## src/include/mq_pkg.sv

```systemverilog
package mq_pkg;
   localparam int NUM_Q = 4;
   localparam int LANE_W = 10;
   localparam int WORD_W = 20;
   localparam int BUS_W = 40;
   localparam int DEPTH = 16;
   localparam int PTR_W = 4;
   localparam int CNT_W = 5;
   localparam logic [CNT_W-1:0] DEPTH_CNT = 5'h10;
   // Flag register stages per mode
   localparam int FLAG_STAGES_STD = 2;
   localparam int FLAG_STAGES_FALL_THROUGH_MODE = 3;
   // Offset registers: four empty and four full offsets
   localparam int OFFSET_W = 16;
   localparam int NUM_OFFSETS = 8;
   localparam int SCAN_W = OFFSET_W * NUM_OFFSETS;
   localparam logic [OFFSET_W-1:0] OFFSET_DEFAULT = 16'h007f;
   // Wait after power-down release
   localparam int CLK_PERIOD_NS = 40;
   localparam int PD_RESUME_NS = 1000;
   localparam int PD_RESUME_CYC = (PD_RESUME_NS + CLK_PERIOD_NS - 1) / CLK_PERIOD_NS;
   localparam logic [4:0] PD_RESUME_CNT = 5'(PD_RESUME_CYC);
   // Lane placement on the output bus
   localparam int Q0_BASE = 0;
   localparam int Q2_BASE = 20;
   typedef enum logic [1:0] {MODE_QUAD, MODE_DUAL10, MODE_DUAL20} bus_mode_t;
   typedef enum logic {SER_IDLE, SER_SCAN} scan_state_t;
endpackage

```

## src/include/offset_port_if.sv

```systemverilog
`timescale 1ns/1ns
`default_nettype none
interface offset_port_if;
   logic sclk;
   logic serialIn;
   logic swenN;
   logic srenN;
   logic pdActive;
   logic serialOut;
   logic serialOutOeN;
   logic [mq_pkg::SCAN_W-1:0] offsets;
   modport port (
      input sclk, serialIn, swenN, srenN, pdActive,
      output serialOut, serialOutOeN, offsets
   );
   modport top (
      output sclk, serialIn, swenN, srenN, pdActive,
      input serialOut, serialOutOeN, offsets
   );
endinterface
`default_nettype wire

```

## src/rtl/multi_queue_read_ctrl.sv

```systemverilog
`timescale 1ns/1ns
`default_nettype none
// How it works
// - Double-rate select high reads on both read clock edges when enabled.
// - Double rate samples enables at rising edge; falling edge read follows regardless.
// - Single rate reads only on rising edges with enable and select low.
// - Low drive enable drives output register; high floats the queue lanes.
// - During resets only drive enable, power-down and unused dual-mode lanes float outputs; chip select ignored.
// - Power-down is active low; device stays down while held low.
// - Power-down freezes memory, pointers, flags, offsets, queue counts; clears the resume counter; ignores inputs except the resets.
// - Power-down floats data outputs and serial output.
// - After power-down release wait 1us; device resumes without reset.
// - Serial write enable low shifts one input bit per serial clock rise.
// - Serial write enable high leaves offsets unchanged.
// - Serial read enable falling copies offsets; one bit out per rise.
// - Serial read enable high stops readout; next low recopies.
// - Quad mode maps queues 0..3 to 10-bit lanes in order.
// - Dual mode maps queues 0 and 2 to 20 or 10 bit lanes.
// - Serial-in pin level at master reset selects standard or fall-through.
// - Standard empty flag low while empty and blocks reads.
// - Fall-through ready flag falls when first word reaches outputs.
// - Extra read after last word raises ready; data stays; reads blocked.
// - Flags update on read clock rise, two or three stages.
// - Standard empty flag rises two read cycles after a write.
// - Chip select high floats lanes and blocks reads at next rise.
module multi_queue_read_ctrl (
   // Clock and reset
   input wire logic core_clk,
   input wire logic rstn,
   input wire logic partialResetN,
   // Static configuration
   input wire logic read_double_rate_select,
   input wire logic quadMode,
   input wire logic dualWide,
   input wire logic power_down_n,
   // Per-queue read port
   input wire logic [3:0] readClk,
   input wire logic [3:0] readEnableN,
   input wire logic [3:0] read_chip_select_n,
   input wire logic [3:0] outputEnableN,
   // Per-queue write feed
   input wire logic [3:0] wrValid,
   input wire logic [3:0][19:0] wrData,
   output logic [3:0] wrReady,
   // Output bus
   output logic [39:0] queueData,
   output logic [39:0] queueDataOeN,
   output logic [3:0] empty_flag_n,
   output logic resumeReady,
   // Serial offset port
   input wire logic serialClk,
   input wire logic fall_through_or_serial_in,
   input wire logic offset_shift_write_enable_n,
   input wire logic offset_shift_read_enable_n,
   output logic offset_serial_out,
   output logic offsetSerialOutOeN,
   output logic [127:0] offsetValues
);
   logic [1:0] rstPipe_reg;
   logic rstSync;
   logic fall_through_mode;
   mq_pkg::bus_mode_t mode_reg;
   logic pdActive;
   logic [4:0] resumeCnt_reg;
   logic [3:0] driveN;
   logic [3:0][19:0] outData;

   ////////////////////////////////////////////////////////////
   // Reset release
   always_ff @(posedge core_clk or negedge rstn) begin
      if (!rstn) begin
         rstPipe_reg <= 2'h0;
      end else begin
         rstPipe_reg <= {rstPipe_reg[0], 1'b1};
      end
   end

   assign rstSync = rstPipe_reg[1];

   ////////////////////////////////////////////////////////////
   // Straps caught while master reset is held
   always_ff @(posedge core_clk) begin
      if (!rstSync) begin
         fall_through_mode <= fall_through_or_serial_in;
         if (quadMode) begin
            mode_reg <= mq_pkg::MODE_QUAD;
         end else if (dualWide) begin
            mode_reg <= mq_pkg::MODE_DUAL20;
         end else begin
            mode_reg <= mq_pkg::MODE_DUAL10;
         end
      end
   end

   ////////////////////////////////////////////////////////////
   // Power-down and resume wait
   assign pdActive = !power_down_n;

   always_ff @(posedge core_clk or negedge rstSync) begin
      if (!rstSync) begin
         resumeCnt_reg <= mq_pkg::PD_RESUME_CNT;
      end else if (pdActive) begin
         resumeCnt_reg <= 5'h00;
      end else if (resumeCnt_reg != mq_pkg::PD_RESUME_CNT) begin
         resumeCnt_reg <= resumeCnt_reg + 5'h01;
      end
   end

   assign resumeReady = !pdActive && (resumeCnt_reg == mq_pkg::PD_RESUME_CNT);

   ////////////////////////////////////////////////////////////
   // Queue read lanes
   for (genvar i = 0; i < mq_pkg::NUM_Q; i++) begin : g_queue
      logic [19:0] mem [mq_pkg::DEPTH];
      logic rclkPrev_reg;
      logic ddrArm_reg;
      logic csOn_reg;
      logic [1:0] flagPipe_reg;
      logic [mq_pkg::PTR_W-1:0] wrPtr_reg;
      logic [mq_pkg::PTR_W-1:0] rdPtr_reg;
      logic [mq_pkg::CNT_W-1:0] count_reg;
      logic [mq_pkg::CNT_W-1:0] count_next;
      logic [19:0] outData_reg;
      logic outValid_reg;
      logic active;
      logic rise;
      logic fall;
      logic takeRise;
      logic readReq;
      logic nonEmpty;
      logic avail;
      logic wrAccept;
      logic popStd;
      logic loadFwft;
      logic dropFwft;
      logic pop;

      assign active = (mode_reg == mq_pkg::MODE_QUAD) || (i % 2 == 0);

      // Read clock edges are ignored in power-down
      assign rise = !pdActive && readClk[i] && !rclkPrev_reg;
      assign fall = !pdActive && !readClk[i] && rclkPrev_reg;

      assign takeRise = rise && !readEnableN[i] && !read_chip_select_n[i];
      assign readReq = takeRise || (fall && ddrArm_reg);

      assign nonEmpty = (count_reg != '0);
      // Fall-through uses the output register as its third stage
      assign avail = fall_through_mode ? flagPipe_reg[mq_pkg::FLAG_STAGES_FALL_THROUGH_MODE-2]
                                       : flagPipe_reg[mq_pkg::FLAG_STAGES_STD-1];

      assign wrReady[i] = !pdActive && active && (count_reg != mq_pkg::DEPTH_CNT);
      assign wrAccept = wrValid[i] && wrReady[i];

      // Standard: reads blocked while the flag shows empty
      assign popStd = !fall_through_mode && readReq && avail && nonEmpty;
      // Fall-through: first word moves to outputs on its own
      assign loadFwft = fall_through_mode && avail && nonEmpty &&
                        ((rise && !outValid_reg) || (readReq && outValid_reg));
      assign dropFwft = fall_through_mode && readReq && outValid_reg && !(avail && nonEmpty);
      assign pop = popStd || loadFwft;

      always_comb begin
         count_next = count_reg;
         if (wrAccept && !pop) begin
            count_next = count_reg + 5'h01;
         end else if (pop && !wrAccept) begin
            count_next = count_reg - 5'h01;
         end
      end

      ////////////////////////////////////////////////////////
      // Storage
      always_ff @(posedge core_clk) begin
         if (wrAccept) begin
            mem[wrPtr_reg] <= wrData[i];
         end
      end

      always_ff @(posedge core_clk or negedge rstSync) begin
         if (!rstSync) begin
            wrPtr_reg <= '0;
            rdPtr_reg <= '0;
            count_reg <= '0;
         end else if (!partialResetN) begin
            wrPtr_reg <= '0;
            rdPtr_reg <= '0;
            count_reg <= '0;
         end else begin
            if (wrAccept) begin
               wrPtr_reg <= wrPtr_reg + 4'h1;
            end
            if (pop) begin
               rdPtr_reg <= rdPtr_reg + 4'h1;
            end
            count_reg <= count_next;
         end
      end

      ////////////////////////////////////////////////////////
      // Read clock tracking and double-rate arm
      always_ff @(posedge core_clk or negedge rstSync) begin
         if (!rstSync) begin
            rclkPrev_reg <= 1'b0;
            ddrArm_reg <= 1'b0;
         end else if (!pdActive) begin
            rclkPrev_reg <= readClk[i];
            if (rise) begin
               ddrArm_reg <= read_double_rate_select && !readEnableN[i] &&
                             !read_chip_select_n[i];
            end else if (fall) begin
               ddrArm_reg <= 1'b0;
            end
         end
      end

      ////////////////////////////////////////////////////////
      // Flag stages and chip select, on read clock rise
      always_ff @(posedge core_clk or negedge rstSync) begin
         if (!rstSync) begin
            flagPipe_reg <= 2'h0;
            csOn_reg <= 1'b1;
         end else if (!partialResetN) begin
            flagPipe_reg <= 2'h0;
            csOn_reg <= 1'b1;
         end else if (rise) begin
            flagPipe_reg <= {flagPipe_reg[0], nonEmpty};
            csOn_reg <= !read_chip_select_n[i];
         end
      end

      ////////////////////////////////////////////////////////
      // Output register
      always_ff @(posedge core_clk or negedge rstSync) begin
         if (!rstSync) begin
            outData_reg <= 20'h00000;
            outValid_reg <= 1'b0;
         end else if (!partialResetN) begin
            outData_reg <= 20'h00000;
            outValid_reg <= 1'b0;
         end else if (pop) begin
            outData_reg <= mem[rdPtr_reg];
            outValid_reg <= 1'b1;
         end else if (dropFwft) begin
            outValid_reg <= 1'b0;
         end
      end

      assign outData[i] = outData_reg;
      // Flags hold through power-down since count and stages freeze
      assign empty_flag_n[i] = fall_through_mode ? !outValid_reg
                                                 : (avail && nonEmpty);
      // Per-queue drive, low while driving
      assign driveN[i] = outputEnableN[i] || pdActive || !csOn_reg || !active;
   end

   ////////////////////////////////////////////////////////////
   // Output bus lane mapping
   always_comb begin
      queueData = 40'h0000000000;
      queueDataOeN = {40{1'b1}};
      case (mode_reg)
         mq_pkg::MODE_QUAD: begin
            for (int q = 0; q < mq_pkg::NUM_Q; q++) begin
               queueData[q*mq_pkg::LANE_W +: mq_pkg::LANE_W] = outData[q][9:0];
               queueDataOeN[q*mq_pkg::LANE_W +: mq_pkg::LANE_W] = {10{driveN[q]}};
            end
         end
         mq_pkg::MODE_DUAL20: begin
            queueData[mq_pkg::Q0_BASE +: mq_pkg::WORD_W] = outData[0];
            queueDataOeN[mq_pkg::Q0_BASE +: mq_pkg::WORD_W] = {20{driveN[0]}};
            queueData[mq_pkg::Q2_BASE +: mq_pkg::WORD_W] = outData[2];
            queueDataOeN[mq_pkg::Q2_BASE +: mq_pkg::WORD_W] = {20{driveN[2]}};
         end
         mq_pkg::MODE_DUAL10: begin
            queueData[mq_pkg::Q0_BASE +: mq_pkg::LANE_W] = outData[0][9:0];
            queueDataOeN[mq_pkg::Q0_BASE +: mq_pkg::LANE_W] = {10{driveN[0]}};
            queueData[mq_pkg::Q2_BASE +: mq_pkg::LANE_W] = outData[2][9:0];
            queueDataOeN[mq_pkg::Q2_BASE +: mq_pkg::LANE_W] = {10{driveN[2]}};
         end
         default: begin
            queueData = 40'h0000000000;
         end
      endcase
   end

   ////////////////////////////////////////////////////////////
   // Serial offset port
   offset_port_if sp ();

   assign sp.sclk = serialClk;
   assign sp.serialIn = fall_through_or_serial_in;
   assign sp.swenN = offset_shift_write_enable_n;
   assign sp.srenN = offset_shift_read_enable_n;
   assign sp.pdActive = pdActive;

   offset_serial_port u_offsets (
      .clk(core_clk),
      .rstN(rstSync),
      .sp(sp.port)
   );

   assign offset_serial_out = sp.serialOut;
   assign offsetSerialOutOeN = sp.serialOutOeN;
   assign offsetValues = sp.offsets;
endmodule
`default_nettype wire

```

## src/rtl/offset_serial_port.sv

```systemverilog
`timescale 1ns/1ns
`default_nettype none
module offset_serial_port (
   // Clock and reset
   input wire logic clk,
   input wire logic rstN,
   // Serial side
   offset_port_if.port sp
);
   logic sclkPrev_reg;
   logic [mq_pkg::SCAN_W-1:0] offsets_reg;
   logic [mq_pkg::SCAN_W-1:0] scan_reg;
   mq_pkg::scan_state_t state_reg;
   logic sclkRise;

   ////////////////////////////////////////////////////////////
   // Serial clock edge, frozen in power-down
   assign sclkRise = !sp.pdActive && sp.sclk && !sclkPrev_reg;

   always_ff @(posedge clk or negedge rstN) begin
      if (!rstN) begin
         sclkPrev_reg <= 1'b0;
      end else if (!sp.pdActive) begin
         sclkPrev_reg <= sp.sclk;
      end
   end

   ////////////////////////////////////////////////////////////
   // Offset load
   always_ff @(posedge clk or negedge rstN) begin
      if (!rstN) begin
         offsets_reg <= {mq_pkg::NUM_OFFSETS{mq_pkg::OFFSET_DEFAULT}};
      end else if (sclkRise && !sp.swenN) begin
         offsets_reg <= {offsets_reg[mq_pkg::SCAN_W-2:0], sp.serialIn};
      end
   end

   ////////////////////////////////////////////////////////////
   // Scan-out copy and shift
   always_ff @(posedge clk or negedge rstN) begin
      if (!rstN) begin
         state_reg <= mq_pkg::SER_IDLE;
         scan_reg <= '0;
      end else if (!sp.pdActive) begin
         case (state_reg)
            mq_pkg::SER_IDLE: begin
               if (!sp.srenN) begin
                  scan_reg <= offsets_reg;
                  state_reg <= mq_pkg::SER_SCAN;
               end
            end
            mq_pkg::SER_SCAN: begin
               if (sp.srenN) begin
                  state_reg <= mq_pkg::SER_IDLE;
               end else if (sclkRise) begin
                  scan_reg <= {scan_reg[mq_pkg::SCAN_W-2:0], 1'b0};
               end
            end
            default: state_reg <= mq_pkg::SER_IDLE;
         endcase
      end
   end

   assign sp.serialOut = scan_reg[mq_pkg::SCAN_W-1];
   assign sp.serialOutOeN = sp.pdActive;
   assign sp.offsets = offsets_reg;
endmodule
`default_nettype wire

```

## config.mk

```make
export PLATFORM = sky130hd
export DESIGN_NAME = multi_queue_read_ctrl
export DESIGN_NICKNAME = d
export VERILOG_FILES = /design/src/include/mq_pkg.sv /design/src/include/offset_port_if.sv /design/src/rtl/multi_queue_read_ctrl.sv /design/src/rtl/offset_serial_port.sv
export SDC_FILE = /design/constraint.sdc
export NUM_CORES = 2
export LEC_CHECK = 0
export BUFFER_PORTS_ARGS = -buffer_cell sky130_fd_sc_hd__buf_4
export CAP_MARGIN = 20
export CORE_ASPECT_RATIO = 1.1
export CORE_MARGIN = 2
export CORE_UTILIZATION = 55
export DETAILED_ROUTE_END_ITERATION = 8
export HOLD_SLACK_MARGIN = 0.1
export PLACE_DENSITY = 0.7
export REMOVE_ABC_BUFFERS = 1
export SYNTH_ARGS = -nofsm -noshare
export SYNTH_HDL_FRONTEND = slang
export SYNTH_HIERARCHICAL = 1
export SYNTH_SLANG_ARGS = --single-unit
```

## constraint.sdc

```tcl
create_clock -name core_clk -period 33 [get_ports core_clk]
set_input_delay 6.6 -clock core_clk [delete_from_list [all_inputs] [get_ports core_clk]]
set_output_delay 6.6 -clock core_clk [all_outputs]
set_load 0.005 [all_outputs]
```

==> results.md <==
- Finished Core Util: 63.57%
- Initial Util: 55.64%
- Leading register cell type out of synthesis: sky130_fd_sc_hd__edfxtp_1
- R2R Setup Slk: 29.27 ns
- Post-CTS Hold Buffers: 0
- RePlAce Congestion: 0.8015
- Number of flip-flops and latches in the synthesized netlist: 1364
- Synth async-reset ratio: 29.40%
- Number of primary I/O pins: 330
- WL met3: 6525 um
- Count of cells along the worst register-to-register path: 10
- Initial antenna violation count: 13
- Area delta synth->final: 14.27%
- Wire length on met2: 59720 um
- Register area share after synthesis: 69.53%
- Global-route wire length before repair: 179100 um
- Final hold vios: 0
- Worst skew pair latency: 0.74 ns
- Vias in the first global route: 30360
- Fraction of layout cells with a size suffix above 1: 36.97%
- Count of unique library cells instantiated by Yosys: 61
- Timing-limited maximum frequency: 66.16 MHz
- Number of design rule violations left after detail routing: 0
- WL/cell: 23.80 um
- Type of the most critical hold path: reg -> reg
- Hold_ws: 0.3515 ns
- Destination of the worst register-to-register timing path: g_queue[1].count_reg[4]$_DFFE_PN0P_
- Die area: 104600 sq um
- Port buffer count: 309
- Worst slew margin relative to its limit: 27.89%
- Status: finished, final reports clean
- Clock root buffer master: sky130_fd_sc_hd__clkbuf_16
- Total iterations of the first detailed-routing run: 5
- Clock-pin slew on the worst setup and hold paths: 0.05 ns
- Resized Gates After CTS: 0
- Estimated wirelength of the detail-placed design: 70920 um
- Post-placement cell count: 4635
- Number of stages on the worst hold path: 0
- Largest net degree at the start of global routing: 83
- DRT Wirelength: 116600 um
- Number of clock buffers inserted by TritonCTS: 139
- DIE WIDTH: 308.6 um
- CP Max Fanout: 29
- Post-layout net count: 3566
- Fillers: 6942
- Hold_sp: rstPipe_reg[0]$_DFF_PN0_
- Wl on met1: 47690 um
- H-tree Lvls: 4
- Worst supply voltage drop on vdd: 0.00004911 V
- Post-synthesis cell count: 3107
- Total of warnings raised by yosys: 6
- Detailed-route via count: 28690
- Non-filler instance count after layout: 4899
- Reg2reg start: g_queue[1].count_reg[0]$_DFFE_PN0P_
- Clock tree sinks: 1364
- Hold endpoint: rstPipe_reg[1]$_DFF_PN0_
- Least-Margin Pin Slew: 1.082 ns
- Vertical die dimension: 339.1 um
- Min cycle time layout: 15.12 ns
- Routed via count divided by cell count: 5.857
- Maximum buffer depth of the clock tree: 3
- Final max-slew violation count: 0
- Worst setup skew after layout: 0.02558 ns
- Number of setup violations in the final report: 0
- Final non-filler cell area: 64150 sq um
- Arrival @ worst endpoint: 8.52 ns
- Residual overflow from global routing: 0
- CTS tree: yes
- RSZ-0062 raised after global routing: false
- Data required, critical path: 26.40 ns
- Core region area: 100900 sq um
- Syn Area/Cell: 18.07 sq um
- Max reg flops: 960
- Number of buffers inserted to repair setup after CTS: 0
- Final critical-path share of the clock period: 45.81%
- Reported max-cap violation count: 0
- Leakage power figure: 23.79 nW
- Final ANT Viol Nets: 0
- Startpoint types: input pin
- Pwr per Cell Area: 55.84 nW/um^2
- Path type of the worst setup path: in -> out
- GRT Total Usage: 22.62%
- Post-place instance area: 59450 sq um
- Placement row count: 122
- Setup Total Neg Slack: 0 ns
- Setup crit end kind: output port
- Post-synth EDFFs: 963
- DRC marker count from the first detailed-route iteration: 2545
- Highest metal layer with signal wires: met5
- Syn Std Cell Area: 56140 sq um
cells in the mapped netlist (all sizes together) (2+ instances only):
cell | number | area share, %
a211oi | 48 | 0.70
a21boi | 2 | 0.027
a21o | 9 | 0.12
a21oi | 99 | 0.88
a22o | 46 | 0.72
a22oi | 42 | 0.56
a32o | 2 | 0.036
and2 | 74 | 0.83
and3 | 4 | 0.045
and3b | 8 | 0.12
and4 | 16 | 0.25
buf | 140 | 1.7
clkbuf | 69 | 0.46
dfrtp | 338 | 15
dfstp | 63 | 2.9
edfxtp | 963 | 52
fa | 4 | 0.14
ha | 37 | 0.82
inv | 24 | 0.16
mux2 | 386 | 7.7
mux2i | 87 | 1.6
mux4 | 240 | 9.6
nand2 | 129 | 0.86
nand2b | 14 | 0.16
nand3 | 11 | 0.098
nand4 | 6 | 0.067
nor2 | 75 | 0.51
nor2b | 57 | 0.64
nor3 | 7 | 0.071
nor3b | 4 | 0.053
nor4 | 4 | 0.045
nor4b | 4 | 0.062
o211ai | 4 | 0.10
o21a | 4 | 0.080
o21ai | 35 | 0.33
o22ai | 2 | 0.022
o41ai | 4 | 0.062
or3 | 8 | 0.089
or4 | 4 | 0.067
xnor2 | 12 | 0.21
xor2 | 17 | 0.33
where the power goes:
| group | internal, W | switching, W | total, W |
|---|---|---|---|
| sequential | 0.00186 | 0.0000166 | 0.00187 |
| clock | 0.000937 | 0.000634 | 0.00157 |
| combinational | 0.0000568 | 0.0000788 | 0.000136 |
metal layers:
layer / global-route usage [%] / up-vias
met5: 0 / -
met4: 7.043 / 10
met3: 4.464 / 175
met2: 38.23 / 818
met1: 29.69 / 14990
li1: - / 12700
stage by stage:
| stage | setup WS, ns | total power, W |
|---|---|---|
| CTS | 17.87 | 0.003616 |
| global route | 17.68 | 0.003701 |
| floorplan | 19.05 | 0.001982 |
| global placement | 17.92 | 0.002037 |
| detailed placement | 17.86 | 0.002045 |
| finish | 17.88 | 0.003582 |
how the worst max path moves through the flow:
| stage | start | to | slack, ns | depth (start not counted) |
|---|---|---|---|---|
| after floorplan | power_down_n | queueDataOeN[10] | 19.05 | 3 |
| after global placement | power_down_n | queueDataOeN[38] | 17.92 | 5 |
| after detailed placement | power_down_n | queueDataOeN[38] | 17.86 | 5 |
| after CTS | power_down_n | queueDataOeN[38] | 17.87 | 5 |
| after global routing | power_down_n | queueDataOeN[39] | 17.68 | 5 |
| final | power_down_n | queueDataOeN[38] | 17.88 | 5 |
critical path, cell delays in order:
cell	delay, ns
sky130_fd_sc_hd__buf_4	0.34
sky130_fd_sc_hd__clkinv_1	0.73
sky130_fd_sc_hd__nor2_1	0.35
sky130_fd_sc_hd__nand2_1	0.26
sky130_fd_sc_hd__buf_4	0.22
cell families (layout without fill, tap and decap cells):
kind of cell,count (synthesis),count (layout),share of synthesized area (%)
flops,1364,1364,69.53
simple gates,427,427,4.005
xor+xnor,29,29,0.5461
compound gates,298,298,3.649
mux,713,713,18.92
buf+inv,234,654,2.374
fa+ha+maj,41,41,0.9673
other cells,1,9,0.006680
cell type report:
cell class	count	area [sq um]	share of cell area [%]
diodes	8	20.02	0.03121
clock buffers	184	3875	6.041
clock inverters	70	750.7	1.170
inverters	25	93.84	0.1463
multi-input cells	1509	15790	24.62
flip-flops and latches	1364	39050	60.88
well taps	1364	1707	2.661
repair buffers	375	2855	4.451
cell usage in the layout (no fill, tap or decap), types with 9 or more instances in the layout:
cell                        netlist  final
sky130_fd_sc_hd__nor2_1          73     71
sky130_fd_sc_hd__a22oi_1         42     42
sky130_fd_sc_hd__nand2b_1        14     14
sky130_fd_sc_hd__edfxtp_1       963    963
sky130_fd_sc_hd__a21o_1           9      9
sky130_fd_sc_hd__clkinv_1         1     20
sky130_fd_sc_hd__o21ai_0         31     31
sky130_fd_sc_hd__clkinv_2         0     22
sky130_fd_sc_hd__a22o_1          46     46
sky130_fd_sc_hd__bufinv_16        0     14
sky130_fd_sc_hd__nor2b_1         57     57
sky130_fd_sc_hd__ha_1            37     37
sky130_fd_sc_hd__mux4_2         240    240
sky130_fd_sc_hd__inv_1           24     23
sky130_fd_sc_hd__a21oi_1         99     99
sky130_fd_sc_hd__a211oi_1        45     45
sky130_fd_sc_hd__dfstp_2         63     63
sky130_fd_sc_hd__clkbuf_16        0    145
sky130_fd_sc_hd__clkbuf_8         0     10
sky130_fd_sc_hd__nand2_1        129    129
sky130_fd_sc_hd__xor2_1          15     15
sky130_fd_sc_hd__nand3_1         11     11
sky130_fd_sc_hd__and4_1          16     16
sky130_fd_sc_hd__buf_4           67    372
sky130_fd_sc_hd__clkbuf_1        69     29
sky130_fd_sc_hd__and2_1          72     72
sky130_fd_sc_hd__xnor2_1         10     10
sky130_fd_sc_hd__dfrtp_1        338    328
sky130_fd_sc_hd__mux2_2         386    386
sky130_fd_sc_hd__mux2i_1         87     87
Note: power is estimated with default switching activity, not from simulation.
